## src/lpsc_defines.svh

```systemverilog
`ifndef LPSC_DEFINES_SVH
`define LPSC_DEFINES_SVH

// synchroniser depth for the request pins
`define LPSC_SYNC_STAGES 2
// index of each request in the synchronised vector
`define LPSC_REQ_STOP    0
`define LPSC_REQ_SLEEP   1
`define LPSC_REQ_DEEP    2
`define LPSC_REQ_COUNT   3
// reset value of each gate: clocks run, recognition enabled
`define LPSC_GATE_RESET  1'h1
`define LPSC_ACK_RESET   1'h0
`define LPSC_SYNC_RESET  1'h1

`endif

```

## src/lpsc_pkg.sv

```systemverilog
`default_nettype none
package lpsc_pkg;
	// gray codes along run -> grant -> sleep -> deep
	typedef enum logic [1:0] {
		LPSC_RUN   = 2'h0,
		LPSC_GRANT = 2'h1,
		LPSC_SLEEP = 2'h3,
		LPSC_DEEP  = 2'h2
	} lpsc_state_e;
endpackage
`default_nettype wire

```

## src/lpsc_sync.sv

```systemverilog
`timescale 1ns/1ps
`default_nettype none
`include "lpsc_defines.svh"

module lpsc_sync
(
	input  wire logic       mclk,
	input  wire logic       nrst,
	input  wire logic       clkEn,
	input  wire logic       asyncIn,
	output logic            syncOut
);
	logic stage1_q;
	logic stage2_q;
	logic stage1_d;
	logic stage2_d;

	always_comb
	begin
		stage1_d = clkEn ? asyncIn : stage1_q;
		stage2_d = clkEn ? stage1_q : stage2_q;
	end

	always_ff @(posedge mclk or negedge nrst)
	begin
		if (!nrst)
		begin
			stage1_q <= `LPSC_SYNC_RESET;
			stage2_q <= `LPSC_SYNC_RESET;
		end
		else
		begin
			stage1_q <= stage1_d;
			stage2_q <= stage2_d;
		end
	end

	assign syncOut = stage2_q;
endmodule
`default_nettype wire

```

## src/low_power_state_controller.sv

```systemverilog
// Overview of operation
// - sleep request in stop grant moves the controller to sleep.
// - sleep gates every unit clock; only the PLL keeps running.
// - sleep ignores snoops and interrupt requests.
// - sleep reacts only to reset, sleep release, deep-sleep request.
// - sleep release returns to stop grant and restarts bus and interrupt controller clocks; core clock stays stopped.
// - deep-sleep request while sleeping moves to deep sleep.
// - clock-stop request enters stop grant and issues an acknowledge transaction.
// - stop grant stops core clocks; bus unit and interrupt controller keep clocks.
// - stop grant keeps snooping and servicing interrupts.
// - clock-stop release restarts all clocks and resumes execution.
// - clock-stop request is asynchronous and never touches the bus clock.
`timescale 1ns/1ps
`default_nettype none
`include "lpsc_defines.svh"

module low_power_state_controller
	import lpsc_pkg::*;
(
	input  wire logic       mclk,
	input  wire logic       nrst,
	input  wire logic       clkEn,
	input  wire logic       clock_stop_request_n,
	input  wire logic       sleep_request_n,
	input  wire logic       deep_sleep_request_n,
	input  wire logic       busClkPresent,
	output logic            coreClkEn,
	output logic            busClkEn,
	output logic            intCtrlClkEn,
	output logic            pllEn,
	output logic            snoopEn,
	output logic            intrEn,
	output logic            stopGrantAck,
	output logic [1:0]      powerState
);
	logic [`LPSC_REQ_COUNT-1:0] reqRaw;
	logic [`LPSC_REQ_COUNT-1:0] reqSyncN;

	assign reqRaw[`LPSC_REQ_STOP]  = clock_stop_request_n;
	assign reqRaw[`LPSC_REQ_SLEEP] = sleep_request_n;
	assign reqRaw[`LPSC_REQ_DEEP]  = deep_sleep_request_n;

	// requests come from the chipset with no relation to mclk
	genvar gi;
	generate
		for (gi = 0; gi < `LPSC_REQ_COUNT; gi++)
		begin : g_sync
			lpsc_sync u_sync
			(
				.mclk    (mclk),
				.nrst    (nrst),
				.clkEn   (clkEn),
				.asyncIn (reqRaw[gi]),
				.syncOut (reqSyncN[gi])
			);
		end
	endgenerate

	logic stopReq;
	logic sleepReq;
	logic deepReq;
	assign stopReq  = !reqSyncN[`LPSC_REQ_STOP];
	assign sleepReq = !reqSyncN[`LPSC_REQ_SLEEP];
	assign deepReq  = !reqSyncN[`LPSC_REQ_DEEP];

	lpsc_state_e state_q;
	lpsc_state_e state_d;
	logic        ack_q;
	logic        ack_d;
	logic        core_q, core_d;
	logic        bus_q, bus_d;
	logic        intc_q, intc_d;
	logic        pll_q, pll_d;
	logic        snoop_q, snoop_d;
	logic        intr_q, intr_d;

	always_comb
	begin
		state_d = state_q;
		ack_d   = 1'h0;
		case (state_q)
			LPSC_RUN:
				if (stopReq)
				begin
					state_d = LPSC_GRANT;
					ack_d   = 1'h1;
				end
			LPSC_GRANT:
				if (sleepReq)
					state_d = LPSC_SLEEP;
				else if (!stopReq)
					state_d = LPSC_RUN;
			LPSC_SLEEP:
				// only sleep release and deep request matter here; reset and
				// clock loss act on the flops themselves
				if (!sleepReq)
					state_d = LPSC_GRANT;
				else if (deepReq)
					state_d = LPSC_DEEP;
			LPSC_DEEP:
				// bus clock back and deep released: fall back to sleep
				if (!deepReq && busClkPresent)
					state_d = LPSC_SLEEP;
			default:
				state_d = LPSC_RUN;
		endcase
		if (!clkEn)
		begin
			state_d = state_q;
			ack_d   = ack_q;
		end
	end

	// gates follow the next state so they switch with the state register
	always_comb
	begin
		core_d  = 1'h1;
		bus_d   = 1'h1;
		intc_d  = 1'h1;
		pll_d   = 1'h1;
		snoop_d = 1'h1;
		intr_d  = 1'h1;
		case (state_d)
			LPSC_RUN:
			begin
				core_d = 1'h1;
			end
			LPSC_GRANT:
				core_d = 1'h0;
			LPSC_SLEEP:
			begin
				core_d  = 1'h0;
				bus_d   = 1'h0;
				intc_d  = 1'h0;
				snoop_d = 1'h0;
				intr_d  = 1'h0;
			end
			LPSC_DEEP:
			begin
				core_d  = 1'h0;
				bus_d   = 1'h0;
				intc_d  = 1'h0;
				pll_d   = 1'h0;
				snoop_d = 1'h0;
				intr_d  = 1'h0;
			end
			default:
				core_d = 1'h1;
		endcase
	end

	always_ff @(posedge mclk or negedge nrst)
	begin
		if (!nrst)
		begin
			state_q <= LPSC_RUN;
			ack_q   <= `LPSC_ACK_RESET;
			core_q  <= `LPSC_GATE_RESET;
			bus_q   <= `LPSC_GATE_RESET;
			intc_q  <= `LPSC_GATE_RESET;
			pll_q   <= `LPSC_GATE_RESET;
			snoop_q <= `LPSC_GATE_RESET;
			intr_q  <= `LPSC_GATE_RESET;
		end
		else
		begin
			state_q <= state_d;
			ack_q   <= ack_d;
			core_q  <= core_d;
			bus_q   <= bus_d;
			intc_q  <= intc_d;
			pll_q   <= pll_d;
			snoop_q <= snoop_d;
			intr_q  <= intr_d;
		end
	end

	assign coreClkEn    = core_q;
	assign busClkEn     = bus_q;
	assign intCtrlClkEn = intc_q;
	assign pllEn        = pll_q;
	assign snoopEn      = snoop_q;
	assign intrEn       = intr_q;
	assign stopGrantAck = ack_q;
	assign powerState   = state_q;
endmodule
`default_nettype wire

```

## config.mk

```make
export PLATFORM = sky130hd
export DESIGN_NAME = low_power_state_controller
export DESIGN_NICKNAME = d
export VERILOG_FILES = /design/src/lpsc_pkg.sv /design/src/lpsc_sync.sv /design/src/low_power_state_controller.sv
export VERILOG_INCLUDE_DIRS = /design/src
export SDC_FILE = /design/constraint.sdc
export NUM_CORES = 1
export LEC_CHECK = 0
export ABC_AREA = 0
export BUFFER_PORTS_ARGS = -buffer_cell sky130_fd_sc_hd__buf_4
export CAP_MARGIN = 20
export CORE_AREA = 2 2 39 41
export DETAILED_ROUTE_END_ITERATION = 7
export DIE_AREA = 0 0 41 43
export PLACE_DENSITY_LB_ADDON = 0.25
export REMOVE_ABC_BUFFERS = 1
export SLEW_MARGIN = 20
export SYNTH_ARGS = -nofsm -noshare
export SYNTH_HDL_FRONTEND = slang
export SYNTH_HIERARCHICAL = 1
export SYNTH_SLANG_ARGS = --single-unit
```

## constraint.sdc

```tcl
create_clock -name mclk -period 3 [get_ports mclk]
set_input_delay 0.15 -clock mclk [delete_from_list [all_inputs] [get_ports mclk]]
set_output_delay 0.15 -clock mclk [all_outputs]
set_load 0.05 [all_outputs]
```

# Word-level counts from Yosys, hierarchy flattened
# Index checks and enable logic that the tools add are counted.
# Widths: inputs -> output; s select.
[totals]
mem_bits_rw = 0
out_inout_bits = 9
mem_count = 0
mem_bits_ro = 0
ff_bits = 12
latchBits = 0
[op_classes]
mux = 13
n_bitwise = 0
n_div = 0
add_sub_neg = 0
n_reduce_logical = 5
n_shift = 0
n_lt_le_gt_ge = 0
eq_ne = 6
multipliers = 0
[op_table]
columns = ["operator", "n"]
rows = [
  ["$mux 2", 7],
  ["$eq 2x2->1 const B", 4],
  ["$pmux 2 s4", 1],
  ["$eq 2x1->1 const B", 2],
  ["$logic_not 2->1", 2],
  ["$mux 1", 4],
  ["$reduce_or 3->1", 1],
  ["$pmux 1 s2", 1],
  ["$reduce_or 2->1", 1],
  ["$logic_and 1x1->1", 1],
]

# Longest topological paths before layout
[depth]
word_depth = 7
mapped_depth = 4
ltp_nobuf = 3

# Hierarchy
# Netlist, hierarchy kept.
[by_module_without_submodules]
columns = ["mod", "area_per_inst_um2", "instances", "seq_area_each_um2", "cells_per_inst"]
rows = [
  ["low_power_state_controller", 316.6, 1, 153.9, 29],
  ["lpsc_sync", 75.1, 3, 52.6, 4],
]

# Worst setup path after synthesis
# No wires, ideal clock.
[synth_timing]
kind = "register to register"
from = "reg state_q[0], in the netlist powerState[0]"
to = "reg state_q[0], in the netlist powerState[0]"
stages_incl_launch_ff = 5
arrival_ps = 1119
setup_slack_ps = 1736
setup_ps = 146
t_required_ps = 2854
cell_sequence = "dfrtp_1 buf_6 a22o_1 o211ai_2 o211ai_2"
[synth_via]
elab_chain_len = 4
word_cells_on_any_way = 12
[synth_rtl]
columns = ["element", "line", "text"]
rows = [
  ["start, declared", "low_power_state_controller.sv:66", "lpsc_state_e state_q;"],
  ["start signal, assigned", "low_power_state_controller.sv:167", "state_q <= state_d;"],
  ["$mux 2 (on tied branches)", "low_power_state_controller.sv:98, low_power_state_controller.sv:91", ""],
  ["$mux 2 (on tied branches)", "low_power_state_controller.sv:96, low_power_state_controller.sv:89", ""],
  ["$pmux 2 s4", "low_power_state_controller.sv:81", "case (state_q)"],
  ["$mux 2 *", "low_power_state_controller.sv:107", "if (!clkEn)"],
  ["named net state_d[0]", "low_power_state_controller.sv:67", "lpsc_state_e state_d;"],
]
# Mark *: on every way through the listed nets, which the timed path passes. The rest lies on a longest branch.
# A chain may end at the register's enable or synchronous reset.

# Worst setup path after layout
[layout_timing]
from = "reg state_q[0], in the netlist powerState[0]"
to = "out powerState[0]"
[layout_lines]
columns = ["element", "line", "text"]
rows = [
  ["end, declared", "low_power_state_controller.sv:34", "output logic [1:0] powerState"],
]
# No word-level cell between the ends.

==> impl_summary.log <==
[metrics] path class of the lowest-slack min-delay path: in2reg
[metrics] Worst Min Path Start: sleep_request_n
[metrics] total placed cells including tap cells: 67
[metrics] Ys Warns: 6
[metrics] n_diodes: 0
[metrics] CP Max Fanout: 10
[metrics] crit-path leading delay family: flip-flops
[metrics] proportion of layout cells with a drive suffix above 1: 71.43%
[metrics] full die area: 1763 µm²
[metrics] Clock Power Share: 16.2%
[metrics] max-slew violations: 0
[metrics] Netlist Area Pre-Place: 541.8 µm²
[metrics] count of fill cells added during filler insertion: 128
[metrics] floorplan die height: 43 µm
[metrics] detailed-route wire length per cell: 10.82 µm
[metrics] number of max-cap violations: 0
[metrics] area grow syn2layout: 25.40%
[metrics] number of clock sinks: 12
[metrics] worst flop-to-flop path startpoint: powerState[0]$_DFF_PN0_
[metrics] Buf/Inv on CP: 1
[metrics] cell depth of the worst flop-to-flop path: 3
[metrics] cell depth of the worst hold path: 2
[metrics] clock tree from TritonCTS: built
[metrics] # port buffers: 15
[metrics] final std cells w/o fill: 72
[metrics] portion of the clock cycle consumed by the worst path in the final layout: 40.41%
[metrics] net switching share of the total power: 45.48%
[metrics] Gates resized, CTS repair: 0
[metrics] required time reported for the critical path endpoint: 2850 ps
[metrics] share of power burned in combinational logic: 47.5%
[metrics] final worst slack: 1788 ps
[metrics] Critical Path Sink Type: output port
[metrics] switching power: 348.9 µW
[metrics] crit path DAT: 1060 ps
[metrics] Startpoint Class: flip-flop
[metrics] transition time at the pin with the least slew margin: 320.2 ps
[metrics] highest-delay cell along the critical path: sky130_fd_sc_hd__dfrtp_1
[metrics] result of the run: completed
[metrics] number of rows in the core area: 14
[metrics] latest clock arrival within the worst-skew pair: 260 ps
[metrics] Slew headroom: 78.65%
[metrics] largest buffer count on any clock path: 2
[metrics] syn avg cell area: 13.21 µm²
[metrics] final weighted congestion of routability-driven global placement: 0.6421
[metrics] Distinct cells, synth: 18
[metrics] Routed Antenna Nets: 0
[metrics] achievable frequency: 0.8248 GHz
[metrics] Total Wirelength: 779 µm
[metrics] Peak VDD IR: 446.6 µV
[metrics] Overall Global Routing Usage: 11.12%
[metrics] final instance area: 679.4 µm²
[metrics] antenna violations before repair: 0
[metrics] Leakage: 0.2950 nW
[metrics] power density normalized to cell area: 1129 nW/µm²
[metrics] clock tree skew after final layout: 1.656 ps
[metrics] time the worst path needs with I/O delays and setup: 1212 ps
[metrics] sequential area share after synthesis: 57.51%
[metrics] ratio of routed vias to standard cells: 4.903
[metrics] final setup vio count: 0
[metrics] maximum number of pins on one net before global-route repair: 16
[metrics] DR iter-0 viols: 2
[metrics] clock transition at the registers of the reported paths: 70 ps
[metrics] number of ports placed on the die boundary: 16
[metrics] FF+latch count, synth: 12
[metrics] area taken by multi-input logic gates: 181.4 µm²
[metrics] count of endpoints failing hold in the final timing report: 0
[metrics] via count: 353
[metrics] clock root cell: sky130_fd_sc_hd__clkbuf_4
[metrics] Power Internal: 418.3 µW
[metrics] end point of the most critical hold path: g_sync[1].u_sync/stage1_q$_DFFE_PN1P_
[metrics] Floorplan Core Area: 1384 µm²
[metrics] FF-to-FF setup slack: 1980 ps
[metrics] minimum setup slack after placement: 1984 ps
[metrics] relative contribution of sequential cells to total power: 36.3%
[metrics] Post-Place Cell Area: 633.1 µm²
[metrics] cells traversed along the worst timing path: buf_4
[metrics] final design utilization: 49.10%
[metrics] Mapped Cells: 41
[metrics] starting density of the core: 39.15%
[metrics] type of the worst setup path: reg2out
[metrics] endpoint of the most critical register-to-register path: powerState[0]$_DFF_PN0_
[metrics] number of global-route vias before repair: 281
[metrics] Worst path max stage delay: 530 ps
[metrics] register area: 311.5 µm²
[metrics] CTS H-tree depth: 1
[metrics] overflow left after global routing: 0
[metrics] final total negative setup slack: 0 ps
[metrics] total clock buffers created by CTS: 3
[metrics] wire length of the first global-routing pass: 1290 µm
[metrics] detailed-router iteration count before antenna repair: 2
[metrics] final layout net count: 64
[metrics] DRC: 0
[metrics] setup repair after global routing missed its margin: no
[metrics] die boundary width: 41 µm
registers in the layout, indices dropped and copies added (netlist names):
name                    count
powerState                  2
intrEn                      1
pllEn                       1
stopGrantAck                1
coreClkEn                   1
g_sync.u_sync/stage1_q      3
g_sync.u_sync/syncOut       3
cells by family after synthesis:
logic type | share of synthesized area, %
flops | 57.51
buf+inv | 9.006
mux | 12.47
compound gates | 15.70
simple gates | 5.312
worst register-to-register path: stages (launching register included):
cell and delay, ps:
sky130_fd_sc_hd__dfrtp_1 490, sky130_fd_sc_hd__a22o_1 260, sky130_fd_sc_hd__o211ai_2 60, sky130_fd_sc_hd__o211ai_2 90
stage by stage:
stage	power, mW	hold WS [ps]
after floorplan	0.5384	-145.6
after global placement	0.6441	-3.218
after detailed placement	0.6474	-4.114
after CTS	0.7772	102.2
after global routing	0.8112	97.96
final	0.7672	114.0
timing repair:
| item | 4_1_cts | 5_1_grt |
|---|---|---|
| buffers inserted | 0 | 0 |
| hold buffers | 1 | 0 |
| hold endpoints to repair | 12 | 0 |
how the worst max path moves through the flow:
stage / endpoint / slack, ps / cells past startpoint / from
3_5_place_dp: powerState[0]$_DFF_PN0_ / 1980 / 3 / powerState[0]$_DFF_PN0_
2_1_floorplan: busClkEn / 1690 / 0 / intrEn$_DFF_PN1_
4_1_cts: powerState[0] / 1770 / 1 / powerState[0]$_DFF_PN0_
3_3_place_gp: powerState[0]$_DFF_PN0_ / 2000 / 3 / powerState[0]$_DFF_PN0_
5_1_grt: powerState[0] / 1730 / 1 / powerState[0]$_DFF_PN0_
6_report: powerState[0] / 1790 / 1 / powerState[0]$_DFF_PN0_
power groups by stage:
stage / sequential (mW) / clock, mW / combinational [mW]
2_1_floorplan: 0.469 / 0 / 0.0697
3_3_place_gp: 0.280 / 0 / 0.364
3_5_place_dp: 0.283 / 0 / 0.365
4_1_cts: 0.280 / 0.131 / 0.366
5_1_grt: 0.288 / 0.139 / 0.383
6_report: 0.278 / 0.124 / 0.364
layout make-up:
type,count,area share (%)
Clock buffer,4,5.341
Inverter,2,1.105
Multi-Input combinational cell,22,26.70
Sequential cell,12,45.86
Tap cell,16,2.947
Timing Repair Buffer,16,18.05
cell usage in the layout (no fill, tap or decap):
master,instances
sky130_fd_sc_hd__buf_4,15
sky130_fd_sc_hd__dfstp_2,9
sky130_fd_sc_hd__mux2_2,6
sky130_fd_sc_hd__a21oi_1,3
sky130_fd_sc_hd__clkbuf_4,3
sky130_fd_sc_hd__dfrtp_1,3
sky130_fd_sc_hd__nand2_1,2
sky130_fd_sc_hd__o211ai_2,2
sky130_fd_sc_hd__nand2b_1,2
sky130_fd_sc_hd__nand2b_2,1
sky130_fd_sc_hd__o21ai_0,1
sky130_fd_sc_hd__a22o_1,1
sky130_fd_sc_hd__a21oi_2,1
sky130_fd_sc_hd__a31o_2,1
sky130_fd_sc_hd__inv_2,1
sky130_fd_sc_hd__o21ai_1,1
sky130_fd_sc_hd__inv_1,1
sky130_fd_sc_hd__o32ai_1,1
sky130_fd_sc_hd__clkbuf_8,1
sky130_fd_sc_hd__dlygate4sd3_1,1
synthesized netlist by cell type:
library cell               number  area, µm²
sky130_fd_sc_hd__dfrtp_1        3      75.07
sky130_fd_sc_hd__nand2_1        2      7.510
sky130_fd_sc_hd__inv_1          1      3.750
sky130_fd_sc_hd__a21oi_1        3      15.01
sky130_fd_sc_hd__a21oi_2        1      8.760
sky130_fd_sc_hd__a22o_1         1      8.760
sky130_fd_sc_hd__nand2b_1       2      12.51
sky130_fd_sc_hd__o211ai_2       2      25.02
sky130_fd_sc_hd__dfstp_2        9      236.5
sky130_fd_sc_hd__o21ai_0        1      5.000
sky130_fd_sc_hd__inv_2          1      3.750
sky130_fd_sc_hd__buf_4          4      30.03
sky130_fd_sc_hd__o21ai_1        1      5.000
sky130_fd_sc_hd__a31o_2         1      8.760
sky130_fd_sc_hd__buf_6          1      11.26
sky130_fd_sc_hd__o32ai_1        1      8.760
sky130_fd_sc_hd__mux2_2         6      67.56
sky130_fd_sc_hd__nand2b_2       1      8.760
layer usage:
| metal | global-route usage (%) | wire (µm) | up-vias |
|---|---|---|---|
| li1 | - | - | 171 |
| met1 | 16.27 | 378 | 168 |
| met2 | 12.50 | 321 | 14 |
| met3 | 4.712 | 79 | 0 |
| met4 | 8.000 | 0 | 0 |
| met5 | 0 | 0 | - |
Note: power is estimated with default switching activity, not from simulation.
